--- config.mk ---
export PLATFORM = sky130hd
export DESIGN_NAME = dwsc_ctrl
export DESIGN_NICKNAME = d
export VERILOG_FILES = /design/src/logic/dwsc_ctrl.v
export VERILOG_INCLUDE_DIRS = /design/src /design/src/logic
export SDC_FILE = /design/constraint.sdc
export NUM_CORES = 1
export LEC_CHECK = 0
export BUFFER_PORTS_ARGS = -buffer_cell sky130_fd_sc_hd__buf_2
export CAP_MARGIN = 25
export CORE_ASPECT_RATIO = 1.1
export CORE_MARGIN = 2
export CORE_UTILIZATION = 55
export CTS_CLUSTER_SIZE = 28
export DETAILED_ROUTE_END_ITERATION = 10
export HOLD_SLACK_MARGIN = 0.06
export PLACE_DENSITY = 0.92
export SLEW_MARGIN = 30
export SYNTH_ARGS = -nofsm -noshare
export SYNTH_HDL_FRONTEND = slang
export SYNTH_SLANG_ARGS = --single-unit
--- constraint.sdc ---
create_clock -name pclk -period 4.7 [get_ports pclk]
set_input_delay 0 -clock pclk [delete_from_list [all_inputs] [get_ports pclk]]
set_output_delay 0 -clock pclk [all_outputs]
set_load 0.02 [all_outputs]
--- src/logic/dwsc_map.vh ---
// register offsets, field positions and reset values for the writeback/standby control block
// assumes a 32-bit apb slave with word-aligned byte addresses
`ifndef DWSC_MAP_VH
`define DWSC_MAP_VH
`define DWSC_OFF_WB_ATTR     12'h000
`define DWSC_OFF_VID_ATTR    12'h004
`define DWSC_OFF_PANEL_ROUTE 12'h008
`define DWSC_OFF_IRQ_STATUS  12'h00C
`define DWSC_OFF_IRQ_MASK    12'h010
`define DWSC_OFF_STANDBY_STS 12'h014
`define DWSC_OFF_STBY_ENH    12'h858
`define DWSC_STBY_ENH_PADDR  32'h58001858
`define DWSC_BIT_ENABLE      0
`define DWSC_BIT_M2M         19
`define DWSC_IRQ_WB_DONE     0
`define DWSC_IRQ_SYNC_LOST   1
`define DWSC_IRQ_UNDERFLOW   2
`define DWSC_IRQ_WIDTH       3
`define DWSC_STBY_ENH_RESET  1'b0
`endif

--- src/logic/dwsc_ctrl.v ---
// writeback memory-to-memory control, sync-lost detection and enhanced standby control
// assumes apb master on pclk; pipe and panel status inputs synchronous to pclk
//
// Local design decision: the APB interface to the registers.
`include "dwsc_map.vh"
`default_nettype none
module dwsc_ctrl #(
  parameter NPIPE = 3
) (
  // clock and reset
  input  wire              pclk,
  input  wire              presetn,
  input  wire              clk_en,
  // apb slave
  input  wire              psel,
  input  wire              penable,
  input  wire              pwrite,
  input  wire [11:0]       paddr,
  input  wire [31:0]       pwdata,
  output reg  [31:0]       prdata,
  output reg               pready,
  output reg               pslverr,
  // writeback engine
  input  wire              wb_job_done,
  output reg               wb_enable,
  output reg               wb_mem_to_mem,
  // video pipes and panel
  input  wire              frame_start,
  input  wire              panel_active,
  output reg  [NPIPE-1:0]  pipe_enable,
  output reg  [NPIPE-1:0]  pipe_to_panel,
  output reg               frame_corrupt,
  // standby
  input  wire              smart_standby,
  input  wire              dma_thresh_ok,
  input  wire              standby_req,
  output reg               mstandby,
  output reg               underflow_risk,
  // interrupt
  output reg               irq
);
  reg  [31:0]             wb_attr_q;
  reg  [NPIPE-1:0]        vid_en_q;
  reg  [NPIPE-1:0]        route_q;
  reg  [`DWSC_IRQ_WIDTH-1:0] sts_q;
  reg  [`DWSC_IRQ_WIDTH-1:0] mask_q;
  reg                     stby_dis_q;
  reg                     wb_busy_q;
  reg                     resync_q;
  reg  [`DWSC_IRQ_WIDTH-1:0] evt_d;
  reg  [31:0]             rdata_d;
  reg                     err_d;
  wire                    acc;
  wire                    wr;
  wire                    rd;
  wire                    done_evt;
  wire                    retarget;
  wire [NPIPE-1:0]        new_route;
  integer                 n_en;
  integer                 i;

  assign acc       = psel & penable & pready;
  assign wr        = acc & pwrite;
  assign rd        = acc & ~pwrite;
  assign done_evt  = wb_busy_q & wb_job_done & wb_attr_q[`DWSC_BIT_M2M];
  assign new_route = pwdata[NPIPE-1:0];
  assign retarget  = wr && (paddr == `DWSC_OFF_PANEL_ROUTE);

  // read mux and decode
  always @* begin
    rdata_d = 32'h00000000;
    err_d   = 1'b0;
    case (paddr)
      `DWSC_OFF_WB_ATTR:     rdata_d = wb_attr_q;
      `DWSC_OFF_VID_ATTR:    rdata_d[NPIPE-1:0] = vid_en_q;
      `DWSC_OFF_PANEL_ROUTE: rdata_d[NPIPE-1:0] = route_q;
      `DWSC_OFF_IRQ_STATUS:  rdata_d[`DWSC_IRQ_WIDTH-1:0] = sts_q;
      `DWSC_OFF_IRQ_MASK:    rdata_d[`DWSC_IRQ_WIDTH-1:0] = mask_q;
      `DWSC_OFF_STANDBY_STS: rdata_d[1:0] = {underflow_risk, mstandby};
      `DWSC_OFF_STBY_ENH:    rdata_d[0] = stby_dis_q;
      default:               err_d = 1'b1;
    endcase
  end

  // event detection
  always @* begin
    n_en = 0;
    for (i = 0; i < NPIPE; i = i + 1)
      n_en = n_en + vid_en_q[i];
    evt_d = {`DWSC_IRQ_WIDTH{1'b0}};
    evt_d[`DWSC_IRQ_WB_DONE] = done_evt;
    // enabled pipe newly routed to a live panel outside frame start
    evt_d[`DWSC_IRQ_SYNC_LOST] = retarget && panel_active && !frame_start &&
                                 |(new_route & ~route_q & vid_en_q);
    evt_d[`DWSC_IRQ_UNDERFLOW] = !stby_dis_q && smart_standby && (n_en > 1);
  end

  always @(posedge pclk or negedge presetn) begin
    if (!presetn) begin
      wb_attr_q      <= 32'h00000000;
      vid_en_q       <= {NPIPE{1'b0}};
      route_q        <= {NPIPE{1'b0}};
      sts_q          <= {`DWSC_IRQ_WIDTH{1'b0}};
      mask_q         <= {`DWSC_IRQ_WIDTH{1'b0}};
      stby_dis_q     <= `DWSC_STBY_ENH_RESET;
      wb_busy_q      <= 1'b0;
      resync_q       <= 1'b0;
      prdata         <= 32'h00000000;
      pready         <= 1'b0;
      pslverr        <= 1'b0;
      wb_enable      <= 1'b0;
      wb_mem_to_mem  <= 1'b0;
      pipe_enable    <= {NPIPE{1'b0}};
      pipe_to_panel  <= {NPIPE{1'b0}};
      frame_corrupt  <= 1'b0;
      mstandby       <= 1'b0;
      underflow_risk <= 1'b0;
      irq            <= 1'b0;
    end else if (clk_en) begin
      // one wait state: pready in second access cycle
      pready  <= psel & penable & ~pready;
      pslverr <= psel & penable & ~pready & err_d;
      if (psel & penable & ~pready & ~pwrite)
        prdata <= rdata_d;
      if (wr) begin
        case (paddr)
          `DWSC_OFF_WB_ATTR:     wb_attr_q <= pwdata;
          `DWSC_OFF_VID_ATTR:    vid_en_q <= pwdata[NPIPE-1:0];
          `DWSC_OFF_PANEL_ROUTE: route_q <= new_route;
          `DWSC_OFF_IRQ_MASK:    mask_q <= pwdata[`DWSC_IRQ_WIDTH-1:0];
          `DWSC_OFF_STBY_ENH:    stby_dis_q <= pwdata[0];
          default:               ;
        endcase
      end
      // writeback job tracking
      if (wr && paddr == `DWSC_OFF_WB_ATTR)
        wb_busy_q <= pwdata[`DWSC_BIT_ENABLE];
      else if (done_evt)
        wb_busy_q <= 1'b0;
      // auto-clear wins over a software write in the same cycle; pipe enable untouched
      if (done_evt)
        wb_attr_q[`DWSC_BIT_ENABLE] <= 1'b0;
      // pending frame corruption until next frame start
      if (evt_d[`DWSC_IRQ_SYNC_LOST])
        resync_q <= 1'b1;
      else if (frame_start)
        resync_q <= 1'b0;
      frame_corrupt <= (resync_q & ~frame_start) | evt_d[`DWSC_IRQ_SYNC_LOST];
      // sticky status, read clears, set wins
      if (rd && paddr == `DWSC_OFF_IRQ_STATUS)
        sts_q <= evt_d;
      else
        sts_q <= sts_q | evt_d;
      irq <= |((sts_q | evt_d) & mask_q);
      wb_enable      <= done_evt ? 1'b0 : wb_attr_q[`DWSC_BIT_ENABLE];
      wb_mem_to_mem  <= wb_attr_q[`DWSC_BIT_M2M];
      pipe_enable    <= vid_en_q;
      pipe_to_panel  <= route_q;
      // enhanced mode ignores dma threshold quality
      mstandby       <= standby_req & (dma_thresh_ok | ~stby_dis_q);
      underflow_risk <= evt_d[`DWSC_IRQ_UNDERFLOW];
    end
  end
endmodule
`default_nettype wire

After elaboration in Yosys (flattened, before gate mapping)
Index checks and enable logic that the tools add are counted.
- bits in registers: 93
- input bits: 56
- add/subtract/negate cells: 2
- order comparisons: 1
- equality and inequality tests: 6
- multiplexer cells: 14
- bitwise logic cells: 22
- reductions and logical operators: 27
- operators by type and width (cell ; count):
    2-to-1 mux 29 bit ; 1
    == test 12 x 4 -> 1 bit, second input constant ; 2
    == test 12 x 5 -> 1 bit, second input constant ; 2
    AND reduction 3 bit ; 6
    == test 12 bit, second input constant ; 1
    == test 12 x 3 -> 1 bit, second input constant ; 1
    logical NOT 12 bit ; 1
    bitwise AND 1 bit ; 11
    bitwise AND 3 bit ; 3
    2-to-1 mux 1 bit ; 9
    logical AND 1 bit ; 8
    nonzero test 2 bit ; 4
    one-hot mux 1 bit (7 select lines) ; 1
    OR reduction 7 bit ; 1
    one-hot mux 1 bit (6 select lines) ; 1
    AND reduction 2 bit ; 3
    OR reduction 3 bit ; 2
    one-hot mux 1 bit (5 select lines) ; 1
    inverter 1 bit ; 4
    adder 2 x 1 -> 3 bit ; 1
    > comparator 3 x 1 -> 1 bit, second input constant ; 1
    2-to-1 mux 3 bit ; 1
    inverter 3 bit ; 1
    bitwise OR 3 bit ; 1
    other kinds (3) ; 5

Depth between registers and ports, before layout
Gate-level depths: netlist of run 1.
- depth after elaboration: 10
- gate-level depth with buffers: 8
- gate-level depth less buffers: 5

Least setup slack after synthesis of run 1
Ideal clock, no wire load.
- path type: register to register
- start point: reg pready
- end point: reg prdata[10]
- arrival time: 1.595 ns
- data required time: 4.634 ns
- slack: 3.040 ns
- cell stages (with the launch flop): 7
- buffers on the path: 3
- clock period less this slack: 1.660 ns
- cell sequence: dfrtp_1 > or3_1 > clkbuf_1 > nor3b_2 > buf_4 > buf_6 > a22o_1
- word-level cells in the longest chain between the ends: 4
- RTL lines (element ; RTL line ; text):
    from (decl) ; dwsc_ctrl.v:21 ; output reg pready,
    from (signal assigned) ; dwsc_ctrl.v:121 ; pready <= psel & penable & ~pready;
    inverter 1 bit ; dwsc_ctrl.v:123 ; if (psel & penable & ~pready & ~pwrite)
    bitwise AND 1 bit (2 in series) ; dwsc_ctrl.v:123 ;
    AND reduction 2 bit (no source line) ; - ;
    to (signal assigned) ; dwsc_ctrl.v:124 ; prdata <= rdata_d;
    to (decl) ; dwsc_ctrl.v:20 ; output reg [31:0] prdata,
Every way passes these cells.
A chain may end at the register's enable or synchronous reset.

Worst setup path in the final report of run 1
- start point: reg pready
- end point: reg prdata[27]
The elaborated chain is that of the path after synthesis.

==> run_results.csv, run 1 <==
group,metric,value,unit
routing,drtPass1Iterations,8,
routing,drt_wl_total,9.44,mm
outcome,status,"completed",
sta,fmax,0.482,GHz
yosys,synth_nets,337,
die,die_w,83.9,µm
final_layout,drive_above_1_share,41.5,%
global_route,grt_pass1_vias,3059,
sta,max_slew_margin,44.8,%
sta,finalHoldViolCount,0,
routing,drt_iter0_markers,291,
global_route,gr-total-overflow,0,
clocking,clk_pin_slew,0.11,ns
routing,ant_nets,0,
worst_setup_path,rrSetupSlack,2.62,ns
worst_setup_path,cpMaxStageDelayCell,"nor3b_4",
global_route,antenna_found_initial,0,
clocking,cts.sinks,93,
die,start_util,55.7,%
worst_setup_path,cp.arrival,2.39,ns
die,fp.dieArea,7710,µm²
final_layout,mostFrequentLayoutCell,"buf_2",
worst_setup_path,crit_required,5.01,ns
clocking,clk_latency,0.37,ns
worst_setup_path,r2r_start,"pready$_DFFE_PN0P_",
die,ios,102,
sta,whs,0.0806,ns
clocking,cts_tree,"yes",
final_layout,postLayoutCellArea,4990,µm²
yosys,synth_edf_count,0,
worst_setup_path,r2r_end,"prdata[27]$_DFFE_PN0P_",
yosys,yosysWarnings,0,
placed_design,hpwl,6.02,mm
power,power.total,0.00145,W
die,die_h,91.9,µm
yosys,synth_area,3860,µm²
global_route,grt_start_max_net_pins,94,
die,core,6930,µm²
power,vdd_ir_drop_max,0.203,mV
sta,worstMarginPinSlew,0.824,ns
placed_design,pre_cts_ws,2.39,ns
hold_path,whs_path_depth,3,
clocking,cts_made_buffers,9,
yosys,synth_flop_cell,"dfrtp_1",
sta,min_period,2.08,ns
worst_setup_path,endpoint_kind,"flop",
routing,post_drt_wl_per_cell,18.6,µm
routing,vias,2939,
power,powerDensity,291,nW/µm²
routing,viasPerCell,5.80,
yosys,postSynthCellCount,280,
worst_setup_path,cp_slowest_stage_delay,0.48,ns
power,leakage,2.65,nW
yosys,synth_cell_type_count,42,
sta,setup_viol,0,
final_layout,nets,474,
worst_setup_path,criticalPathCategory,"flop to flop",
sta,clock_skew,0.0123,ns
yosys,synth_sequential_area_ratio,60.3,%
placed_design,io_buffers,101,
yosys,postSynth.asyncResetShare,100,%
worst_setup_path,startpoint_type,"flop",
clocking,cts_max_level,3,
worst_setup_path,path_cells,"or3_1 > buf_4 > nor3b_4 > buf_6 > a22o_1",
clocking,root_buffer,"clkbuf_8",
placed_design,post_dp_cell_area,4410,µm²
final_layout,num_antenna_cells,0,
global_route,grt_util_all_layers,25.9,%
global_route,grt_pass1_wl,15.3,mm
yosys,syn_avg_cell_area,13.8,µm²
yosys,synth-seq-cells,93,
final_layout,area_delta_synth_final,29.4,%
worst_setup_path,cp_max_fo,34,
die,num_rows,32,
hold_path,min_to,"wb_enable$_DFFE_PN0P_",
sta,rsz0062_at_grt,"no",
clocking,ctsResizeCount,0,
routing,drcViolationCount,0,
worst_setup_path,reg2reg_depth,5,
hold_path,worstHoldStart,"wb_job_done",
final_layout,final_cell_mix,"buf_2 (100), dfrtp_1 (93), mux2_2 (48), dlygate4sd3_1 (38), a22o_1 (33)",
sta,tns,0,ns
sta,slew_violations,0,
sta,fin_ws,2.62,ns
placed_design,place.gp.congestion,0.847,
clocking,clock_path_buffers,2,
sta,post-route-period-util,44.2,%
hold_path,hold_class,"input port to flop",
job,cap_violations,0,
-- repair_timing --
item / 4_1_cts / 5_1_grt
hold buffers: 38 / 0
hold endpoints to repair: 141 / 0
setup buffers: 0 / 0
-- routing by layer --
metal | vias to the layer above | track usage (%) | wire (µm)
li1 | 1325 | - | -
met1 | 1442 | 33.5 | 3660
met2 | 145 | 42.1 | 4770
met3 | 27 | 5.13 | 716
met4 | 0 | 12.5 | 290
met5 | - | 0 | 0
-- cell families (layout without fill, tap and decap cells) --
group | after synthesis | after routing | share of synthesized area, %
AO/OA/AOI/OAI | 55 | 55 | 11.5
adder cells (fa/ha/maj) | 1 | 1 | 0.324
buffers and inverters | 22 | 164 | 3.08
flip-flops | 93 | 93 | 60.3
multiplexers | 55 | 55 | 16.8
AND/OR/NAND/NOR | 54 | 54 | 8.04
-- through the flow --
step           cells  util (%)
4_1_cts          507      72.1
3_5_place_dp     453      63.7
6_report         507      72.1
3_3_place_gp     452      63.5
2_1_floorplan    280         -
5_1_grt          507      72.1
-- critical path: cells and delay by family, from the launching register on --
kind | cells | cell delay, ns
AOI/OAI and AO/OA | 1 | 0.17
buffers and inverters | 2 | 0.53
DFF | 1 | 0.47
and+or+nand+nor | 2 | 0.85
-- final cells by class --
type                    instances  area (µm²)
clock inverters                 7        78.8
multi-input cells             165        1420
well taps                      85         106
flip-flops and latches         93        2330
inverters                       7        26.3
repair buffers                141         911
fillers                       448        1930
clock buffers                   9         124
-- cell usage after synthesis (2+ instances only) --
cell / number / area [µm²]
dfrtp_1: 93 / 2330
mux2_2: 48 / 541
a22o_1: 33 / 289
nand2_1: 10 / 37.5
nor2_1: 10 / 37.5
clkbuf_1: 8 / 30.0
inv_1: 7 / 26.3
nor3_1: 7 / 35.0
nand3_1: 5 / 25.0
buf_6: 4 / 45.0
mux2i_1: 4 / 40.0
a21oi_1: 3 / 15.0
a31oi_1: 3 / 18.8
and3_1: 3 / 18.8
mux4_2: 3 / 67.6
o21ai_0: 3 / 15.0
or3_1: 3 / 18.8
a221oi_1: 2 / 17.5
buf_2: 2 / 10.0
nand2b_1: 2 / 12.5
nand3b_1: 2 / 15.0
nand4_1: 2 / 12.5
nor2b_1: 2 / 12.5
o211ai_1: 2 / 15.0
o32ai_1: 2 / 17.5
-- state kept, by name, summed over array words and instances (netlist names), 3 cells and up --
signal,cells
wb_attr_q,32
route_q,3
mask_q,3
vid_en_q,3
pipe_to_panel,3
pipe_enable,3
sts_q,3
prdata,32
-- report_power, final --
group / leakage [nW] / internal [W] / switching, W
registers: 1.29 / 0.000807 / 0.00000608
clock network: 0.102 / 0.000210 / 0.000316
logic: 1.27 / 0.0000524 / 0.0000621
total: 2.65 / 0.00107 / 0.000384
-- worst max-delay path by stage --
stage | from | end | slack [ns] | cells after the start
after global routing | pready$_DFFE_PN0P_ | prdata[5]$_DFFE_PN0P_ | 2.49 | 5
after global placement | clk_en | prdata[19]$_DFFE_PN0P_ | 2.26 | 6
after CTS | pready$_DFFE_PN0P_ | prdata[18]$_DFFE_PN0P_ | 2.64 | 5
after detailed placement | clk_en | prdata[27]$_DFFE_PN0P_ | 2.39 | 7
final | pready$_DFFE_PN0P_ | prdata[27]$_DFFE_PN0P_ | 2.62 | 5
after floorplan | pready$_DFFE_PN0P_ | prdata[10]$_DFFE_PN0P_ | 3.04 | 6
Note: power is estimated with default switching activity, not from simulation.
==> run 2, diff against run 1 <==
--- a/config.mk
+++ b/config.mk
@@ -10,11 +10,11 @@
 export CAP_MARGIN = 25
 export CORE_ASPECT_RATIO = 1.1
 export CORE_MARGIN = 2
-export CORE_UTILIZATION = 55
+export CORE_UTILIZATION = 47
 export CTS_CLUSTER_SIZE = 28
 export DETAILED_ROUTE_END_ITERATION = 10
 export HOLD_SLACK_MARGIN = 0.06
-export PLACE_DENSITY = 0.92
+export PLACE_DENSITY = 0.84
 export SLEW_MARGIN = 30
 export SYNTH_ARGS = -nofsm -noshare
 export SYNTH_HDL_FRONTEND = slang
==> constraint.sdc (replaced) <==
create_clock -name pclk -period 1.72 [get_ports pclk]
set_input_delay 0 -clock pclk [delete_from_list [all_inputs] [get_ports pclk]]
set_output_delay 0 -clock pclk [all_outputs]
set_load 0.02 [all_outputs]
==> run 2 against run 1 <==
  * Setup slack lost 2.6 ns
  * Cell area grew 3.0%
  * Fmax grew 24%
  * First-iteration DRC count shrank 47%
  * Via count grew 0.51%
  * Largest power group unchanged
  * Core utilization shrank 7.5 points
  * Count of clock-buffer cells in the layout is the same
  * Cell count grew 6.9%
  * Global-route usage shrank 4.3 points
  * Clock power grew to 2.6 times the previous value
==> run_results.csv, run 2 (synthesized netlist as in run 1, its figures left out) <==
group,metric,value,unit
global_route,grt_pass1_vias,3008,
outcome,status,"completed",
placed_design,post_dp_cell_area,4570,µm²
power,leakage,2.72,nW
final_layout,final_cell_mix,"buf_2 (100), dfrtp_1 (92), mux2_2 (48), dlygate4sd3_1 (37), a22o_1 (33)",
final_layout,top_regs,"prdata x32, wb_attr_q x32",
global_route,grt_pass1_wl,15.1,mm
clocking,cts_max_level,3,
hold_path,min_to,"prdata[1]$_DFFE_PN0P_",
final_layout,nets,485,
worst_setup_path,rrSetupSlack,0.04,ns
routing,drtPass1Iterations,4,
clocking,cts_made_buffers,9,
sta,fmax,0.596,GHz
die,core,7960,µm²
clocking,cts_tree,"yes",
hold_path,hold_class,"input port to flop",
worst_setup_path,cp_slowest_stage_delay,0.48,ns
worst_setup_path,criticalPathCategory,"flop to flop",
worst_setup_path,critical_path.top_delay_family,"simple AND/OR/NAND/NOR gates",
final_layout,postLayoutCellArea,5140,µm²
routing,drt_wl_total,9.32,mm
sta,max_slew_margin,66.4,%
final_layout,area_delta_synth_final,33.2,%
die,ios,102,
routing,post_drt_wl_per_cell,17.2,µm
routing,drt_iter0_markers,154,
worst_setup_path,path_buf_inv,1,
worst_setup_path,cpMaxStageDelayCell,"or3_1",
final_layout,drive_above_1_share,43.6,%
sta,whs,0.0699,ns
sta,worstMarginPinSlew,0.504,ns
routing,ant_nets,0,
hold_path,worstHoldStart,"paddr[2]",
worst_setup_path,reg2reg_depth,4,
sta,post-route-period-util,97.5,%
routing,vias,2954,
global_route,grt_start_max_net_pins,39,
worst_setup_path,cp_max_fo,15,
die,num_rows,34,
final_layout,regArea,2330,µm²
die,start_util,48.5,%
worst_setup_path,r2r_end,"prdata[2]$_DFFE_PN0P_",
placed_design,place.gp.congestion,0.884,
worst_setup_path,cp.arrival,1.92,ns
sta,setup_viol,0,
worst_setup_path,endpoint_kind,"flop",
routing,drcViolationCount,0,
clocking,cts_setup_buffers,0,
clocking,clk_pin_slew,0.09,ns
clocking,root_buffer,"clkbuf_8",
power,powerDensity,765,nW/µm²
worst_setup_path,startpoint_type,"flop",
job,cap_violations,0,
worst_setup_path,crit_required,1.96,ns
sta,slew_violations,0,
clocking,cts.sinks,93,
final_layout,multi_input_area,1430,µm²
sta,min_period,1.68,ns
die,fp.dieArea,8960,µm²
die,die_w,90.4,µm
sta,finalHoldViolCount,0,
global_route,grt_util_all_layers,21.5,%
clocking,clock_path_buffers,2,
power,vdd_ir_drop_max,0.448,mV
worst_setup_path,path_cells,"or3_1 > buf_4 > a221oi_1 > nor2_1",
sta,clock_skew,0.0135,ns
final_layout,fillers,624,
sta,rsz0062_at_grt,"no",
global_route,antenna_found_initial,0,
clocking,clk_latency,0.36,ns
final_layout,mostFrequentLayoutCell,"buf_2",
die,die_h,99.1,µm
placed_design,hpwl,6.41,mm
global_route,gr-total-overflow,0,
placed_design,io_buffers,101,
routing,viasPerCell,5.45,
hold_path,whs_path_depth,3,
worst_setup_path,r2r_start,"pready$_DFFE_PN0P_",
## run 2: cell count changes in the layout (fill, tap and decap cells not counted), sizes merged
| cell | change |
|---|---|
| clkinvlp | +1 |
| inv | +1 |
| diode | +1 |
| clkinv | -2 |
| dlygate4sd3 | -1 |
| buf | +12 |
## run 2: worst max-delay path by stage
stage	start	endpoint	slack (ns)	cells after the start
final	pready$_DFFE_PN0P_	prdata[2]$_DFFE_PN0P_	0.04	4
after global routing	pready$_DFFE_PN0P_	prdata[2]$_DFFE_PN0P_	0.01	4
after CTS	vid_en_q[0]$_DFFE_PN0P_	irq$_DFFE_PN0P_	0.008	5
after detailed placement	paddr[7]	prdata[7]$_DFFE_PN0P_	-0.08	6
after global placement	paddr[7]	prdata[16]$_DFFE_PN0P_	0.02	6
after floorplan	pready$_DFFE_PN0P_	prdata[10]$_DFFE_PN0P_	0.06	6
## run 2: through the flow
stage / TNS, ns / worst slack, ns / instances / utilization [%] / total power, W
after floorplan: 0 / 0.0595 / 280 / - / 0.00235
after global placement: 0 / 0.0179 / 488 / 57.5 / 0.00252
after detailed placement: -2.03 / -0.0760 / 488 / 57.5 / 0.00253
after CTS: 0 / 0.00830 / 541 / 64.5 / 0.00396
after global routing: 0 / 0.0124 / 541 / 64.6 / 0.00410
final: 0 / 0.0423 / 542 / 64.6 / 0.00393
## run 2: worst register-to-register path, stage by stage (launching register included)
cell and delay [ns]:
dfrtp_1 0.40, or3_1 0.48, buf_4 0.25, a221oi_1 0.35
nor2_1 0.07
## run 2: cell type report
class	count	share of cell area (%)
Timing Repair Buffer	152	20.1
Clock buffer	9	2.41
Inverter	7	0.511
Clock inverter	7	1.24
Sequential cell	93	45.3
Multi-Input combinational cell	165	27.8
Tap cell	108	2.63
Antenna cell	1	0.0487
## run 2: where the power goes
group          internal [W]  switching [W]
Clock              0.000561       0.000825
Sequential          0.00220      0.0000137
Combinational      0.000159       0.000170
Total               0.00292        0.00101
## run 2: repair_timing
| item | 4_1_cts | 5_1_grt |
|---|---|---|
| resized for setup | 0 | 2 |
| endpoints found under the hold margin | 142 | 0 |
| endpoints found under the setup margin | 0 | 1 |
| hold buffers | 37 | 0 |
## run 2: routing by layer
metal  wire length (µm)  up-vias  track usage [%]
met5                  0        -                0
met4                302        0             11.1
met3                496       27             3.90
met2               4830      104             36.3
met1               3690     1481             26.8
li1                   -     1342                -
